==> src/include/csds_pkg.sv <==
// Purpose: shared constants and types for the core stack drive select
// Assumes: 10 MHz system clock, word address bits 1..17 on the bus
// Notes: all address bit positions and pulse timing live here

package csds_pkg;

  // ****************************************
  // clock and half-cycle timing
  // ****************************************
  localparam int CSDS_CLK_NS = 100;          // clock period in ns
  localparam int CSDS_HALF_NS = 300;         // half-current pulse width in ns
  // longest pulse rounds down, never below one cycle
  localparam int CSDS_HALF_CYC_I = (CSDS_HALF_NS / CSDS_CLK_NS) < 1 ? 1 :
                                   (CSDS_HALF_NS / CSDS_CLK_NS);
  localparam logic [3:0] CSDS_HALF_CYC = 4'(CSDS_HALF_CYC_I);

  // ****************************************
  // address field layout
  // ****************************************
  localparam int CSDS_ADDR_W = 18;           // bus address width
  localparam int CSDS_LOW_LSB = 1;           // drive code, bits 1..3
  localparam int CSDS_HIGH_LSB = 4;          // drive code, bits 4..6
  localparam int CSDS_XS_LSB = 10;           // x sink code, bits 10..13
  localparam int CSDS_YS_LSB = 7;            // y sink code, bits 7..9
  localparam int CSDS_YS_TOP = 14;           // y sink code, bit 14
  localparam int CSDS_BLK_LSB = 15;          // block strap compare, 15..17
  localparam int CSDS_BLK_W = 3;
  localparam int CSDS_DRV_W = 3;             // one of eight drive switches
  localparam int CSDS_SINK_W = 4;            // one of sixteen sinks

  // ****************************************
  // types
  // ****************************************
  // half-cycle sequence, gray coded along idle-read-write-done
  typedef enum logic [1:0] {
    CSDS_IDLE  = 2'h0,
    CSDS_READ  = 2'h1,
    CSDS_WRITE = 2'h3,
    CSDS_DONE  = 2'h2
  } csds_state_type;

  // everything that goes out to the analog stack circuits
  typedef struct packed {
    logic [7:0] drive_group_a;
    logic [7:0] drive_group_c;
    logic [15:0] x_sink_select;
    logic [15:0] y_sink_select;
    logic x_read_return;
    logic y_read_return;
    logic x_write_return;
    logic y_write_return;
    logic source_one_enable;
    logic source_two_enable;
  } csds_drive_type;

  localparam csds_drive_type CSDS_DRIVE_OFF = '0;

endpackage

==> src/core/csds_core.sv <==
// Purpose: decode bus address into stack drive, sink, return and source enables
// Assumes: bus pins are asynchronous and pass two flip-flops first
// Notes: one memory cycle is a read half then a write half, 300 ns each
//
// What this block does
// - power fail low blocks address match
// - power fail low turns all returns off
// - bus reset low resets control logic
// - bits 1-3 pick group c read, a write
// - bits 4-6 pick group a read, c write
// - bits 10-13 pick one x sink
// - bits 7,8,9,14 pick one y sink
// - sink plus drive picks one line
// - read returns in read, write returns in write
// - return enables last one 300 ns pulse; source enables span both halves
// - two sources, each its own enable
// - read pulse 300 ns, then write or end

`timescale 1ns/1ps

// ****************************************
// one-hot decoder, reused for drive and sink
// ****************************************
module csds_decoder #(
  parameter int IN_W = 3
) (
  input wire logic [IN_W-1:0] code_in,
  input wire logic enable_in,
  output logic [(1<<IN_W)-1:0] onehot_out
);
  // exactly one bit high while enabled, none otherwise
  always_comb begin
    onehot_out = '0;
    if (enable_in) begin
      onehot_out[code_in] = 1'b1;
    end
  end
endmodule

`timescale 1ns/1ps

module csds_core
  import csds_pkg::*;
(
  input wire logic clk_in,
  input wire logic rst_in,
  input wire logic clk_en_in,
  input wire logic power_fail_low_in,
  input wire logic bus_reset_low_in,
  input wire logic master_sync_in,
  input wire logic read_pause_in,
  input wire logic [CSDS_BLK_W-1:0] block_strap_in,
  input wire logic [CSDS_ADDR_W-1:0] address_in,
  output logic address_match_out,
  output logic busy_out,
  output logic read_timing_pulse_out,
  output logic write_timing_pulse_out,
  output logic [7:0] drive_group_a_out,
  output logic [7:0] drive_group_c_out,
  output logic [15:0] x_sink_select_out,
  output logic [15:0] y_sink_select_out,
  output logic x_read_return_out,
  output logic y_read_return_out,
  output logic x_write_return_out,
  output logic y_write_return_out,
  output logic source_one_enable_out,
  output logic source_two_enable_out
);

  // ****************************************
  // input synchronisers
  // ****************************************
  logic pf_meta_q;                           // power fail, first stage
  logic pf_ok_q;                             // power good, high = supplies fine
  logic rst_meta_q;                          // bus reset, first stage
  logic rst_low_q;                           // bus reset level, active low
  logic sync_meta_q;                         // master sync, first stage
  logic sync_q;                              // master sync, settled
  logic sync_old_q;                          // previous settled sync, for edge
  logic pause_meta_q;                        // read pause request, first stage
  logic pause_req_q;                         // read pause request, settled
  logic [CSDS_BLK_W-1:0] strap_meta_q;       // block strap, first stage
  logic [CSDS_BLK_W-1:0] strap_q;            // block strap, settled
  logic [CSDS_ADDR_W-1:0] addr_meta_q;       // address, first stage
  logic [CSDS_ADDR_W-1:0] addr_sync_q;       // address, settled

  // supplies are assumed bad at reset so nothing starts too early
  always_ff @(posedge clk_in or posedge rst_in) begin
    if (rst_in) begin
      pf_meta_q <= 1'b0;
      pf_ok_q <= 1'b0;
      rst_meta_q <= 1'b0;
      rst_low_q <= 1'b0;
      sync_meta_q <= 1'b0;
      sync_q <= 1'b0;
      sync_old_q <= 1'b0;
      pause_meta_q <= 1'b0;
      pause_req_q <= 1'b0;
      strap_meta_q <= '0;
      strap_q <= '0;
      addr_meta_q <= '0;
      addr_sync_q <= '0;
    end else if (clk_en_in) begin
      pf_meta_q <= power_fail_low_in;
      pf_ok_q <= pf_meta_q;
      rst_meta_q <= bus_reset_low_in;
      rst_low_q <= rst_meta_q;
      sync_meta_q <= master_sync_in;
      sync_q <= sync_meta_q;
      sync_old_q <= sync_q;
      pause_meta_q <= read_pause_in;
      pause_req_q <= pause_meta_q;
      strap_meta_q <= block_strap_in;
      strap_q <= strap_meta_q;
      addr_meta_q <= address_in;
      addr_sync_q <= addr_meta_q;
    end
  end

  // ****************************************
  // address match and cycle start
  // ****************************************
  logic match_d;                             // block selected and power good
  logic start_d;                             // new cycle accepted this edge

  assign match_d = pf_ok_q &&
                   (addr_sync_q[CSDS_BLK_LSB +: CSDS_BLK_W] == strap_q);

  // ****************************************
  // half-cycle sequencer
  // ****************************************
  csds_state_type state_q;                   // current half cycle
  logic [3:0] cnt_q;                         // cycles spent in this half
  logic pause_q;                             // next cycle skips its read half
  logic cycle_pause_q;                       // current cycle is a read pause
  logic [CSDS_ADDR_W-1:0] addr_q;            // address held for the cycle
  logic half_end;                            // last cycle of a half

  // only a rising master sync in idle starts a cycle
  assign start_d = match_d && sync_q && !sync_old_q && (state_q == CSDS_IDLE);
  assign half_end = (cnt_q == CSDS_HALF_CYC - 4'h1);

  // state walk; bus reset acts as a synchronous clear of the control
  // bus reset low clears sequence
  always_ff @(posedge clk_in or posedge rst_in) begin
    if (rst_in) begin
      state_q <= CSDS_IDLE;
      cnt_q <= 4'h0;
    end else if (clk_en_in) begin
      if (!rst_low_q) begin
        state_q <= CSDS_IDLE;
        cnt_q <= 4'h0;
      end else begin
        case (state_q)
          CSDS_IDLE: begin
            cnt_q <= 4'h0;
            // after a read pause the cycle opens with the write half
            if (start_d) begin
              state_q <= pause_q ? CSDS_WRITE : CSDS_READ;
            end
          end
          CSDS_READ: begin
            cnt_q <= cnt_q + 4'h1;
            if (half_end) begin
              cnt_q <= 4'h0;
              // a read pause ends after its read half, no restore
              state_q <= cycle_pause_q ? CSDS_DONE : CSDS_WRITE;
            end
          end
          CSDS_WRITE: begin
            cnt_q <= cnt_q + 4'h1;
            if (half_end) begin
              cnt_q <= 4'h0;
              state_q <= CSDS_DONE;
            end
          end
          CSDS_DONE: begin
            cnt_q <= 4'h0;
            state_q <= CSDS_IDLE;
          end
          default: begin
            cnt_q <= 4'h0;
            state_q <= CSDS_IDLE;
          end
        endcase
      end
    end
  end

  // address latch and pause bookkeeping, taken when a cycle starts and when it reaches done
  // pause picks the next start
  always_ff @(posedge clk_in or posedge rst_in) begin
    if (rst_in) begin
      addr_q <= '0;
      pause_q <= 1'b0;
      cycle_pause_q <= 1'b0;
    end else if (clk_en_in) begin
      if (!rst_low_q) begin
        pause_q <= 1'b0;
        cycle_pause_q <= 1'b0;
      end else if (start_d) begin
        addr_q <= addr_sync_q;
        // a pause cycle is never itself the follower of a pause
        cycle_pause_q <= pause_req_q && !pause_q;
      end else if (state_q == CSDS_DONE) begin
        pause_q <= cycle_pause_q;
        cycle_pause_q <= 1'b0;
      end
    end
  end

  // ****************************************
  // drive and sink decode
  // ****************************************
  logic in_read;                             // read half active
  logic in_write;                            // write half active
  logic [CSDS_DRV_W-1:0] code_a;             // code for group a
  logic [CSDS_DRV_W-1:0] code_c;             // code for group c
  logic [CSDS_SINK_W-1:0] code_xs;           // x sink code
  logic [CSDS_SINK_W-1:0] code_ys;           // y sink code
  logic [7:0] dec_a;
  logic [7:0] dec_c;
  logic [15:0] dec_xs;
  logic [15:0] dec_ys;
  logic half_on;                             // any half cycle active

  assign in_read = (state_q == CSDS_READ);
  assign in_write = (state_q == CSDS_WRITE);
  assign half_on = in_read || in_write;

  // low bits to c in read, a in write
  // high bits to a in read, c in write
  assign code_c = in_read ? addr_q[CSDS_LOW_LSB +: CSDS_DRV_W]
                          : addr_q[CSDS_HIGH_LSB +: CSDS_DRV_W];
  assign code_a = in_read ? addr_q[CSDS_HIGH_LSB +: CSDS_DRV_W]
                          : addr_q[CSDS_LOW_LSB +: CSDS_DRV_W];
  assign code_xs = addr_q[CSDS_XS_LSB +: CSDS_SINK_W];
  // y sink from bits 7,8,9 and 14
  assign code_ys = {addr_q[CSDS_YS_TOP], addr_q[CSDS_YS_LSB +: CSDS_SINK_W - 1]};

  // one drive per axis with one sink
  csds_decoder #(.IN_W(CSDS_DRV_W)) u_dec_a (
    .code_in(code_a),
    .enable_in(half_on),
    .onehot_out(dec_a)
  );
  csds_decoder #(.IN_W(CSDS_DRV_W)) u_dec_c (
    .code_in(code_c),
    .enable_in(half_on),
    .onehot_out(dec_c)
  );
  csds_decoder #(.IN_W(CSDS_SINK_W)) u_dec_xs (
    .code_in(code_xs),
    .enable_in(half_on),
    .onehot_out(dec_xs)
  );
  csds_decoder #(.IN_W(CSDS_SINK_W)) u_dec_ys (
    .code_in(code_ys),
    .enable_in(half_on),
    .onehot_out(dec_ys)
  );

  // ****************************************
  // output registers
  // ****************************************
  csds_drive_type drive_d;                   // next stack drive pattern
  csds_drive_type drive_q;                   // registered stack drive pattern
  logic match_q;
  logic busy_q;
  logic rth_q;                               // read timing pulse
  logic wth_q;                               // write timing pulse

  // returns and sources follow the half; power fail kills every return
  always_comb begin
    drive_d = CSDS_DRIVE_OFF;
    if (half_on) begin
      drive_d.drive_group_a = dec_a;
      drive_d.drive_group_c = dec_c;
      drive_d.x_sink_select = dec_xs;
      drive_d.y_sink_select = dec_ys;
      drive_d.x_read_return = in_read;
      drive_d.y_read_return = in_read;
      drive_d.x_write_return = in_write;
      drive_d.y_write_return = in_write;
      drive_d.source_one_enable = 1'b1;
      drive_d.source_two_enable = 1'b1;
    end
    if (!pf_ok_q) begin
      drive_d.x_read_return = 1'b0;
      drive_d.y_read_return = 1'b0;
      drive_d.x_write_return = 1'b0;
      drive_d.y_write_return = 1'b0;
    end
  end

  // one register stage keeps every output glitch free;
  // each return stands exactly the half length, one cycle behind state; source enables stay on through both halves
  // return enables last one half pulse
  always_ff @(posedge clk_in or posedge rst_in) begin
    if (rst_in) begin
      drive_q <= CSDS_DRIVE_OFF;
      match_q <= 1'b0;
      busy_q <= 1'b0;
      rth_q <= 1'b0;
      wth_q <= 1'b0;
    end else if (clk_en_in) begin
      drive_q <= rst_low_q ? drive_d : CSDS_DRIVE_OFF;
      match_q <= match_d;
      busy_q <= rst_low_q && (state_q != CSDS_IDLE);
      rth_q <= rst_low_q && in_read;
      wth_q <= rst_low_q && in_write;
    end
  end

  assign address_match_out = match_q;
  assign busy_out = busy_q;
  assign read_timing_pulse_out = rth_q;
  assign write_timing_pulse_out = wth_q;
  assign drive_group_a_out = drive_q.drive_group_a;
  assign drive_group_c_out = drive_q.drive_group_c;
  assign x_sink_select_out = drive_q.x_sink_select;
  assign y_sink_select_out = drive_q.y_sink_select;
  assign x_read_return_out = drive_q.x_read_return;
  assign y_read_return_out = drive_q.y_read_return;
  assign x_write_return_out = drive_q.x_write_return;
  assign y_write_return_out = drive_q.y_write_return;
  assign source_one_enable_out = drive_q.source_one_enable;
  assign source_two_enable_out = drive_q.source_two_enable;

endmodule

==> config.mk <==
export PLATFORM = sky130hd
export DESIGN_NAME = csds_core
export DESIGN_NICKNAME = d
export VERILOG_FILES = /design/src/include/csds_pkg.sv /design/src/core/csds_core.sv
export SDC_FILE = /design/constraint.sdc
export NUM_CORES = 1
export LEC_CHECK = 0
export BUFFER_PORTS_ARGS = -buffer_cell sky130_fd_sc_hd__clkbuf_2
export CORE_AREA = 5 5 107 109
export DETAILED_ROUTE_END_ITERATION = 10
export DIE_AREA = 0 0 112 114
export PLACE_DENSITY = 0.71
export SETUP_SLACK_MARGIN = 0.2
export SLEW_MARGIN = 20
export SYNTH_ARGS = -nofsm -noshare
export SYNTH_HDL_FRONTEND = slang
export SYNTH_SLANG_ARGS = --single-unit
==> constraint.sdc <==
create_clock -name clk_in -period 4.9 [get_ports clk_in]
set_input_delay 0.49 -clock clk_in [delete_from_list [all_inputs] [get_ports clk_in]]
set_output_delay 0.49 -clock clk_in [all_outputs]
set_load 0.03 [all_outputs]
# Word level (Yosys, flattened, before mapping)
# Index checks and enable logic that the tools add are counted.
[totals]
ff_bits = 132
in_bits = 28
out_inout_bits = 58
[classes]
n_addsub = 1
order_cmp = 8
eq_ne = 11
mux = 29
reduce_logical = 23
[op_table]
columns = ["op", "n"]
rows = [
  ["$mux 54", 2],
  ["$logic_and 1x1->1", 12],
  ["$mux 4", 3],
  ["$mux 1", 11],
  ["$lt 4x5->1 const B", 2],
  ["$mux 2", 5],
  ["$ne 3x3->1 const B", 3],
  ["$demux 1 s4", 2],
  ["$ge 4x1->1 const B", 2],
  ["$lt 3x4->1 const B", 2],
  ["$pmux 2 s4", 1],
  ["$pmux 4 s2", 1],
  ["$demux 1 s3", 2],
  ["$ge 3x1->1 const B", 2],
  ["$mux 3", 2],
  ["$reduce_and 3->1", 2],
  ["$add 4x1->4 const B", 1],
  ["$eq 2x2->1 const B", 2],
  ["$eq 4x2->1 const B", 1],
  ["$reduce_and 4->1", 1],
  ["$reduce_or 2->1", 2],
  ["$eq 3x3->1", 1],
  ["$ne 3x1->1 const B", 1],
  ["$eq 2x1->1 const B", 1],
  ["other kinds (7)", 8],
]

# Logic depth before layout (Yosys ltp)
# Gate-level depths: netlist of the first run.
[depth]
ltp_word = 9
depth_mapped = 7
mapped_depth_nobuf = 6

# Cells and area by module
# From an unflattened synthesis of the first run, not the netlist that was laid out.
[unflattened]
hier_cells = 506
area_unflattened_um2 = 5496.5
[by_module_without_submodules]
columns = ["module", "n_inst", "cells_each", "area_each_um2", "seq_area_each_um2"]
rows = [
  ["csds_core", 1, 444, 5067.4, 3153.0],
  ["csds_decoder (u_dec_xs)", 1, 23, 120.1, 0.0],
  ["csds_decoder (u_dec_ys)", 1, 23, 117.6, 0.0],
  ["csds_decoder (u_dec_a)", 1, 8, 96.3, 0.0],
  ["csds_decoder (u_dec_c)", 1, 8, 95.1, 0.0],
]

# Worst setup path after synthesis of the first run
# Ideal clock, no wire load.
[synth_path]
path_kind = "register to register"
from = "reg strap_q[2]"
to = "reg addr_q[1]"
setup_ns = 0.125
arrival_time_ns = 1.563
t_required_ns = 4.775
slack_ns = 3.212
stages_incl_launch_ff = 6
synth_period_minus_slack_ns = 1.688
path_cell_list = "dfrtp_1 xor2_1 nor4_4 nand4_4 buf_6 mux2_4"
[synth_between]
elab_chain_cells = 6
[synth_lines]
columns = ["item", "line", "source"]
rows = [
  ["start: declaration", "csds_core.sv:83", "logic [CSDS_BLK_W-1:0] strap_q;"],
  ["start signal: assignment", "csds_core.sv:114", "strap_q <= strap_meta_q;"],
  ["$eq 3x3->1", "csds_core.sv:127", "(addr_sync_q[CSDS_BLK_LSB +: CSDS_BLK_W] == strap_q);"],
  ["$logic_and 1x1->1", "csds_core.sv:126", "assign match_d = pf_ok_q &&"],
  ["$logic_and 1x1->1 (3 in series)", "csds_core.sv:140", "assign start_d = match_d && sync_q && !sync_old_q && (state_q == CSDS_IDLE);"],
  ["$reduce_and 3->1 (no source line)", "-", ""],
  ["end signal: assignment", "csds_core.sv:202", "addr_q <= addr_sync_q;"],
  ["end: declaration", "csds_core.sv:136", "logic [CSDS_ADDR_W-1:0] addr_q;"],
]
# No other way between the ends.
# A chain may end at the register's enable or synchronous reset.

==> results.tsv, run 1 <==
stage	metric	value	unit
power	leakage	2.88	nW
clock_tree	Clock Path Buffers	2	
drt	Vias	3212	
yosys	synthesized net count	390	
yosys	most frequent cell after synthesis	dfrtp_1	
yosys	Synth area leaders	dfrtp_1, mux2_2, o2bb2ai_1, mux2_4, a31oi_1	
sta	Total Neg Setup Slack	0	ns
sta	final hold vios	0	
yosys	Synth Instances	360	
floorplan	cell row count	38	
sta	Final Skew	0.00560	ns
cells_and_area	layout cell share with drive strength beyond 1	0.410	
global_routing	number of global-route vias before repair	3283	
worst_setup_path	R2R Setup Slk	2.95	ns
placement	gpl congestion	0.724	
sta	Period Utilization, post-route	0.440	
yosys	mux cell area share after synthesis	0.153	
cells_and_area	ANT cells	0	
drt	Avg WL per Cell	16.4	um
cells_and_area	Area Overhead vs Synth	22.1	%
placement	Port Buf Inserts	84	
worst_setup_path	Crit Path Category	in -> reg	
cells_and_area	multi-input logic area	1760	um^2
yosys	register bit count reported by yosys	126	
power	Power Density	442	nW/um^2
yosys	cell taking the most area after synthesis	dfrtp_1	
yosys	Mapped Area	5050	um^2
drt	Via density	5.37	
yosys	Mean Syn Cell Area	14.0	um^2
clock_tree	CTS buffer count	17	
cells_and_area	final net count	475	
sta	Setup Viol. Count Final	0	
worst_setup_path	FF-to-FF Start	rst_low_q$_DFFE_PP0P_	
floorplan	IO Pins	86	
drt	Routed WL	9780	um
flow_run	max-cap violations	0	
yosys	simple-gate area share of the yosys netlist	0.0587	
sta	Worst Tran Pin Value	0.969	ns
yosys	post-synthesis compound-gate area fraction	0.120	
worst_setup_path	critical path endpoint category	flop	
clock_tree	Clk Latency, worst-skew pair	0.51	ns
global_routing	GRT Util Overall	0.165	
worst_setup_path	CP required	5.31	ns
yosys	post-synth top area share	0.624	
power	Tot Pwr	2.73	mW
global_routing	largest net degree at the start of global routing	87	
yosys	Async S/R FF share, synth	1.00	
yosys	Synth cell types	38	
worst_setup_path	CP startpoint kind	primary input	
sta	Rel. slew slack	0.354	
yosys	sequential-to-total area share from yosys stat	0.624	
drt	# DRC	0	
sta	crit path time final	2.16	ns
cells_and_area	fill cell total of the finished layout	848	
yosys	Yosys warning total	0	
floorplan	Die Ht	114	um
floorplan	die area	12800	um^2
worst_hold_path	HP Class	in -> async	
yosys	Post-synth top cells	dfrtp_1, mux2_2, o2bb2ai_1	
sta	Max Slew Vio Count	0	
run_status	status	finished clean	
drt	DRT iter0 DRCs	174	
worst_setup_path	CP max FO	46	
clock_tree	H-tree Lvls	4	
yosys	adder-cell area share of the yosys netlist	0.00495	
drt	Antenna Violating Nets Remaining	0	
yosys	Post-synth EDFFs	0	
global_routing	first-pass GRT wire length	16800	um
clock_tree	clock-pin slew on the worst setup and hold paths	0.06	ns
cells_and_area	flip-flop and latch area	3150	um^2
clock_tree	CTS sink cnt	126	
worst_setup_path	Worst Setup EP	drive_group_a_out[2]$_DFFE_PP0P_	
drt	Detailed Routing Iterations Pass 1	4	
floorplan	core area	10500	um^2
sta	Peak Freq	0.463	GHz
clock_tree	Post-CTS Setup Inserts	0	
worst_setup_path	reg2reg end	drive_group_a_out[2]$_DFFE_PP0P_	
worst_setup_path	critical path launch point	clk_en_in	
worst_setup_path	CP arrival	2.57	ns
clock_tree	CTS tree	built	
floorplan	initial cell density of the core	0.481	
yosys	Post-synth top flop	dfrtp_1	
global_routing	total grt overflow	0	
sta	RSZ-0062 raised after global routing	no	
clock_tree	post-CTS sizing	0	
power	VDD IR-drop max	0.000208	V
global_routing	initial antenna violation count	1	
clock_tree	# hold bufs at CTS	0	
clock_tree	Root Buffer	clkbuf_8	
floorplan	die width	112	um
yosys	main combinational cell family by area after synthesis	multiplexers	
placement	hpwl dp	6540	um
yosys	XOR/XNOR Fraction of Synth Area	0.0104	
worst_setup_path	reg2reg path depth	4	
-- cells in the final DEF, fill, tap and decap left out, drive strengths merged, types with 4 or more instances in the layout --
| master | netlist | final |
|---|---|---|
| clkbuf | 7 | 102 |
| nand2b | 6 | 6 |
| mux2 | 64 | 64 |
| nor3 | 8 | 8 |
| xor2 | 5 | 5 |
| nand3 | 4 | 4 |
| inv | 10 | 12 |
| clkinvlp | 0 | 5 |
| nand2 | 15 | 15 |
| nor2 | 11 | 11 |
| o2bb2ai | 51 | 51 |
| dfrtp | 126 | 126 |
| a31oi | 9 | 9 |
| buf | 14 | 4 |
-- per-layer routing --
| layer | track usage | share of wire | vias up |
|---|---|---|---|
| li1 | - | - | 1501 |
| met1 | 0.210 | 0.45 | 1612 |
| met2 | 0.267 | 0.48 | 82 |
| met3 | 0.0578 | 0.052 | 15 |
| met4 | 0.0537 | 0.011 | 2 |
| met5 | 0 | 0.0013 | - |
-- critical path, cell delays in order --
cell	delay [ns]
buf_2	0.72
nand2_1	0.16
nor2_1	0.65
nand2_1	0.26
o2bb2ai_1	0.26
-- power by group --
group	internal (mW)	switching (mW)	leakage, nW
logic	0.132	0.144	0.961
registers	1.13	0.0786	1.64
clock network	0.789	0.454	0.277
total	2.05	0.676	2.88
-- how the worst min path moves through the flow --
stage                     slack (ns)                                 to  depth (start not counted)
after CTS                       0.19        strap_meta_q[2]$_DFFE_PP0P_                          2
final                           0.13   x_sink_select_out[2]$_DFFE_PP0P_                          2
after global placement          0.47  y_sink_select_out[10]$_DFFE_PP0P_                          1
after detailed placement        0.47  y_sink_select_out[14]$_DFFE_PP0P_                          1
after global routing            0.18   x_sink_select_out[0]$_DFFE_PP0P_                          2
after floorplan                 0.47             sync_old_q$_DFFE_PP0P_                          1
-- sequential cells by signal, indices dropped and copies added (netlist names), 2 cells and up --
| register | flops |
|---|---|
| drive_group_c_out | 8 |
| strap_q | 3 |
| strap_meta_q | 3 |
| addr_sync_q | 17 |
| x_sink_select_out | 16 |
| cnt_q | 4 |
| addr_q | 14 |
| drive_group_a_out | 8 |
| state_q | 2 |
| y_sink_select_out | 16 |
| addr_meta_q | 17 |
-- area by class of cell --
cell class,count,share of cell area
sequential,126,0.511
multi-input combinational,203,0.285
timing repair buffer,87,0.0718
clock buffer,19,0.0700
tap,140,0.0284
clock inverter,13,0.0266
inverter,10,0.00690
-- kinds of logic (layout without fill, tap and decap cells) --
group	after synthesis	in the layout
fa+ha+maj	2	2
buf+inv	31	129
mux	66	66
xor+xnor	6	6
flops	126	126
simple gates	55	55
compound gates	74	74
-- through the flow --
stage	setup WS, ns	std cells	utilization	hold slack [ns]	instance area [um^2]
floorplan	1.05	360	-	0.471	5050
global placement	2.18	566	0.530	0.467	5570
detailed placement	2.14	566	0.530	0.472	5570
CTS	2.64	598	0.586	0.185	6160
global route	2.50	598	0.587	0.182	6170
finish	2.74	598	0.587	0.132	6170
(Power assumes the default switching activity.)
==> inputs of run 2 (changes only) <==
--- a/config.mk
+++ b/config.mk
@@ -5,6 +5,7 @@
 export SDC_FILE = /design/constraint.sdc
 export NUM_CORES = 1
 export LEC_CHECK = 0
+export ABC_AREA = 1
 export BUFFER_PORTS_ARGS = -buffer_cell sky130_fd_sc_hd__clkbuf_2
 export CORE_AREA = 5 5 107 109
 export DETAILED_ROUTE_END_ITERATION = 10
==> constraint.sdc (replaced) <==
create_clock -name clk_in -period 2 [get_ports clk_in]
set_input_delay 0.2 -clock clk_in [delete_from_list [all_inputs] [get_ports clk_in]]
set_output_delay 0.2 -clock clk_in [all_outputs]
set_load 0.03 [all_outputs]
==> results.tsv, run 2 <==
stage	metric	value	unit
placement	hpwl dp	7030	um
yosys	register bit count reported by yosys	126	
cells_and_area	final net count	693	
clock_tree	CTS buffer count	17	
global_routing	GRT Util Overall	0.173	
floorplan	core area	10500	um^2
drt	Avg WL per Cell	12.7	um
sta	crit path time final	1.57	ns
yosys	post-synth top area share	0.623	
drt	Via density	4.76	
cells_and_area	most common cell after layout, fill and taps aside	nand2_1	
power	VDD IR-drop max	0.000570	V
drt	DRT iter0 DRCs	236	
sta	Final Skew	0.00647	ns
global_routing	number of global-route vias before repair	3899	
floorplan	initial cell density of the core	0.482	
yosys	Synth Instances	551	
drt	Antenna Violating Nets Remaining	0	
worst_setup_path	CP arrival	1.97	ns
clock_tree	Post-CTS Setup Inserts	0	
sta	Period Utilization, post-route	0.787	
power	leakage	3.29	nW
worst_hold_path	HP Class	in -> reg	
yosys	Post-synth top flop	dfrtp_1	
clock_tree	Clk Latency, worst-skew pair	0.51	ns
sta	Worst Tran Pin Value	0.529	ns
cells_and_area	flip-flop and latch area	3150	um^2
power	P_int	4.71	mW
drt	Vias	3887	
yosys	Post-synth EDFFs	0	
power	combinational share of power	0.130	
floorplan	die width	112	um
worst_setup_path	CP required	2.40	ns
yosys	Mapped Area	5060	um^2
global_routing	initial antenna violation count	0	
power	Switch Pwr	1.82	mW
yosys	most frequent cell after synthesis	nand2_1	
global_routing	first-pass GRT wire length	17900	um
yosys	Synth cell types	28	
cells_and_area	layout cell share with drive strength beyond 1	0.214	
cells_and_area	commonest non-fill, non-tap cells in the layout	nand2_1, dfrtp_1, clkbuf_2, o21ai_0, inv_1	
yosys	Mean Syn Cell Area	9.18	um^2
worst_setup_path	CP max FO	14	
clock_tree	Root Buffer	clkbuf_8	
cells_and_area	fill cell total of the finished layout	911	
power	register share of total power	0.444	
clock_tree	Clock Path Buffers	2	
worst_setup_path	critical path endpoint category	flop	
clock_tree	H-tree Lvls	4	
power	clock share of power	0.426	
yosys	cell taking the most area after synthesis	dfrtp_1	
yosys	Async S/R FF share, synth	1.00	
sta	RSZ-0062 raised after global routing	no	
worst_setup_path	Crit Path Category	reg -> reg	
clock_tree	CTS tree	built	
flow_run	max-cap violations	0	
placement	dpl cells	759	
global_routing	largest net degree at the start of global routing	67	
worst_hold_path	number of stages on the worst hold path	4	
cells_and_area	multi-input logic area	1580	um^2
yosys	sequential-to-total area share from yosys stat	0.623	
worst_setup_path	CP startpoint kind	flop	
sta	Total Neg Setup Slack	0	ns
run_status	status	finished clean	
floorplan	cell row count	38	
floorplan	die area	12800	um^2
floorplan	Die Ht	114	um
sta	Max Slew Vio Count	0	
yosys	synthesized net count	581	
drt	Routed WL	10300	um
floorplan	IO Pins	86	
worst_setup_path	reg2reg path depth	9	
yosys	Synth area leaders	dfrtp_1, nand2_1, o21ai_0, inv_1, o21ai_1	
drt	# DRC	0	
placement	gpl congestion	0.778	
clock_tree	CTS sink cnt	126	
sta	Peak Freq	0.635	GHz
global_routing	total grt overflow	0	
cells_and_area	Largest regs	addr_meta_q: 17 flops, addr_sync_q: 17 flops	
clock_tree	clock-pin slew on the worst setup and hold paths	0.06	ns
yosys	Post-synth top cells	nand2_1, dfrtp_1, o21ai_0	
power	Power Density	1010	nW/um^2
placement	Port Buf Inserts	84	
drt	Detailed Routing Iterations Pass 1	4	
sta	Setup Viol. Count Final	0	
cells_and_area	ANT cells	0	
power	Net Sw Frac	0.279	
sta	Rel. slew slack	0.647	
yosys	Yosys warning total	0	
sta	final hold vios	0	
cells_and_area	fin cells	816	
cells_and_area	Area Overhead vs Synth	27.2	%
run 2: routing by layer:
layer | part of all wire | GRT usage | up-vias
met5 | 0 | 0 | -
met1 | 0.44 | 0.209 | 1823
met2 | 0.50 | 0.297 | 88
met4 | 0.014 | 0.0649 | 0
met3 | 0.046 | 0.0477 | 14
li1 | - | - | 1962
run 2: power groups by stage:
stage               Combinational [mW]  Clock [mW]  Sequential (mW)
global placement                 0.792           0             2.93
finish                           0.849        2.78             2.90
CTS                              0.862        2.83             2.90
global route                     0.978        2.95             2.92
detailed placement               0.815           0             2.94
floorplan                        0.548           0             2.99
run 2: final cells by class:
class	instances	share of cell area
inverters	48	0.0286
repair buffers	118	0.123
multi-input cells	352	0.246
flip-flops and latches	126	0.490
clock buffers	18	0.0665
clock inverters	14	0.0189
well taps	140	0.0272
run 2: cells by family (layout without fill, tap and decap cells):
kind of cell,count (synthesis),after routing,share of synthesized area
AO/OA/AOI/OAI,108,108,0.112
XOR/XNOR,2,2,0.00346
adder cells (fa/ha/maj),2,2,0.00494
buffers and inverters,73,198,0.0638
flip-flops,126,126,0.623
AND/OR/NAND/NOR,240,240,0.193
run 2: timing repair:
action	4_1_cts	5_1_grt
hold buffers	25	0
resized for setup	0	0
endpoints found under the hold margin	41	0
run 2: worst max-delay path: stages, from the launching register on:
cell and delay, ns:
dfrtp_1 0.43, inv_2 0.11, nand2_2 0.07, nor2_2 0.09
nand3_2 0.13, nor2_4 0.30, buf_12 0.19, inv_1 0.05
nand2_1 0.05, nand2_1 0.04
run 2: worst paths after layout:
check | start | to | slack [ns]
worst max-delay path | state_q[0]$_DFFE_PP0P_ | addr_q[1]$_DFFE_PP0P_ | 0.43
worst min-delay path | clk_en_in | busy_out$_DFFE_PP0P_ | 0.15
worst max register to register | state_q[0]$_DFFE_PP0P_ | addr_q[1]$_DFFE_PP0P_ | 0.43
worst min register to register | addr_meta_q[13]$_DFFE_PP0P_ | addr_meta_q[13]$_DFFE_PP0P_ | 0.47
max in group asynchronous | rst_in | drive_group_a_out[7]$_DFFE_PP0P_ | 1.09
min in group asynchronous | rst_in | addr_meta_q[9]$_DFFE_PP0P_ | 0.24
run 2: through the flow:
stage | utilization | hold WS, ns | total power, mW | cell area [um^2] | setup WS [ns]
2_1_floorplan | - | 0.312 | 3.54 | 5060 | 0.247
3_3_place_gp | 0.536 | 0.225 | 3.72 | 5630 | 0.479
3_5_place_dp | 0.536 | 0.231 | 3.76 | 5630 | 0.431
4_1_cts | 0.612 | 0.129 | 6.59 | 6430 | 0.411
5_1_grt | 0.612 | 0.158 | 6.86 | 6430 | 0.262
6_report | 0.612 | 0.148 | 6.52 | 6430 | 0.426
==> inputs of run 3 (changes only) <==
==> constraint.sdc (replaced) <==
create_clock -name clk_in -period 1.5 [get_ports clk_in]
set_input_delay 0.15 -clock clk_in [delete_from_list [all_inputs] [get_ports clk_in]]
set_output_delay 0.15 -clock clk_in [all_outputs]
set_load 0.03 [all_outputs]
==> results.tsv, run 3 (synthesized netlist as in run 2, its figures left out) <==
stage	metric	value	unit
placement	Port Buf Inserts	84	
clock_tree	Root Buffer	clkbuf_8	
placement	hpwl dp	7020	um
worst_setup_path	critical path launch point	addr_sync_q[17]$_DFFE_PP0P_	
floorplan	Die Ht	114	um
cells_and_area	layout cell share with drive strength beyond 1	0.293	
power	Power Density	1400	nW/um^2
drt	# DRC	0	
worst_setup_path	reg2reg path depth	8	
floorplan	IO Pins	86	
floorplan	die width	112	um
sta	Rel. slew slack	0.708	
clock_tree	Clk Latency, worst-skew pair	0.52	ns
sta	final hold vios	0	
cells_and_area	Area Overhead vs Synth	37.4	%
worst_hold_path	Worst Hold Path EP	busy_out$_DFFE_PP0P_	
flow_run	max-cap violations	0	
placement	dpl cells	762	
worst_hold_path	Hold Crit Start	clk_en_in	
sta	crit path time final	1.40	ns
drt	Vias	4048	
sta	Peak Freq	0.717	GHz
clock_tree	Clock Path Buffers	2	
global_routing	initial antenna violation count	0	
drt	Via density	4.87	
cells_and_area	final net count	709	
worst_hold_path	HP Class	in -> reg	
global_routing	number of global-route vias before repair	4070	
worst_setup_path	critical path endpoint category	flop	
drt	Routed WL	11300	um
clock_tree	H-tree Lvls	4	
worst_setup_path	FF-to-FF Start	addr_sync_q[17]$_DFFE_PP0P_	
clock_tree	clock-pin slew on the worst setup and hold paths	0.06	ns
clock_tree	CTS tree	built	
drt	Antenna Violating Nets Remaining	0	
sta	Period Utilization, post-route	0.930	
floorplan	initial cell density of the core	0.482	
sta	Worst Tran Pin Value	0.438	ns
cells_and_area	multi-input logic area	1810	um^2
global_routing	largest net degree at the start of global routing	84	
floorplan	cell row count	38	
cells_and_area	flip-flop and latch area	3160	um^2
power	Tot Pwr	9.74	mW
cells_and_area	Largest regs	addr_meta_q: 17 flops, addr_sync_q: 17 flops	
cells_and_area	most common cell after layout, fill and taps aside	nand2_1	
sta	RSZ-0062 raised after global routing	yes	
sta	Max Slew Vio Count	0	
worst_setup_path	Crit Path Category	reg -> reg	
sta	Final Skew	0.00905	ns
cells_and_area	commonest non-fill, non-tap cells in the layout	nand2_1, dfrtp_1, clkbuf_2, o21ai_0, o21ai_1	
worst_setup_path	CP required	1.91	ns
clock_tree	CTS buffer count	17	
drt	DRT iter0 DRCs	239	
power	VDD IR-drop max	0.000731	V
cells_and_area	fin cells	832	
global_routing	GRT Util Overall	0.188	
worst_setup_path	CP arrival	1.80	ns
cells_and_area	fill cell total of the finished layout	840	
worst_hold_path	number of stages on the worst hold path	4	
drt	Detailed Routing Iterations Pass 1	4	
worst_setup_path	R2R Setup Slk	0.10	ns
floorplan	die area	12800	um^2
placement	gpl congestion	0.821	
floorplan	core area	10500	um^2
sta	Setup Viol. Count Final	0	
power	leakage	3.48	nW
clock_tree	CTS sink cnt	126	
drt	Avg WL per Cell	13.6	um
global_routing	total grt overflow	0	
worst_setup_path	CP startpoint kind	flop	
worst_setup_path	CP max FO	5	
run_status	status	finished clean	
worst_setup_path	reg2reg end	addr_q[4]$_DFFE_PP0P_	
global_routing	first-pass GRT wire length	19200	um
cells_and_area	ANT cells	0	
## run 3: critical path, cell delays in order, from the launching register on
cell       delay [ns]
dfrtp_1          0.39
nand2_1          0.09
nand2_2          0.07
nor2_4           0.13
nand3_4          0.10
nor2_4           0.18
buf_12           0.14
clkbuf_16        0.14
o21ai_2          0.05
## run 3: stage by stage
step	hold WS (ns)	cell area, um^2	setup TNS (ns)	utilization	worst slack (ns)
3_3_place_gp	0.250	5660	0	0.539	0.0957
6_report	0.132	6950	0	0.662	0.105
2_1_floorplan	0.262	5070	-25.61	-	-0.203
3_5_place_dp	0.255	5660	0	0.539	0.0391
5_1_grt	0.144	6950	0	0.662	0.0424
4_1_cts	0.0986	6710	0	0.639	0.0841
## run 3: layer usage
layer  vias up  GRT usage  share of wire
met5         -          0              0
met3        17     0.0515          0.053
li1       2005          -              -
met1      1931      0.236           0.41
met4         0     0.0537          0.013
met2        95      0.322           0.52
## run 3: worst max-delay path by stage
stage	slack, ns	end	cells past startpoint
6_report	0.10	addr_q[4]$_DFFE_PP0P_	8
5_1_grt	0.04	addr_q[6]$_DFFE_PP0P_	9
4_1_cts	0.08	addr_q[6]$_DFFE_PP0P_	9
3_5_place_dp	0.04	drive_group_c_out[2]$_DFFE_PP0P_	6
3_3_place_gp	0.1	drive_group_c_out[6]$_DFFE_PP0P_	6
2_1_floorplan	-0.20	addr_meta_q[10]$_DFFE_PP0P_	1
## run 3: area by class of cell
class / count / area share
Clock buffer: 18 / 0.0615
Clock inverter: 14 / 0.0311
Sequential cell: 126 / 0.454
Inverter: 48 / 0.0268
Multi-Input combinational cell: 352 / 0.261
Tap cell: 140 / 0.0252
Timing Repair Buffer: 134 / 0.141
## run 3: timing repair
action,CTS,global route
hold buffers,25,0
pin swaps,10,10
gates resized for setup,20,87
hold endpoints to repair,150,0
setup buffers,9,2
endpoints found under the setup margin,38,72
gates cloned,1,1
## run 3: report_power, final
group	total, mW	internal [mW]	leakage (nW)	switching [mW]
Combinational	1.46	0.500	1.56	0.961
Sequential	3.89	3.69	1.61	0.198
Clock	4.39	2.91	0.315	1.48
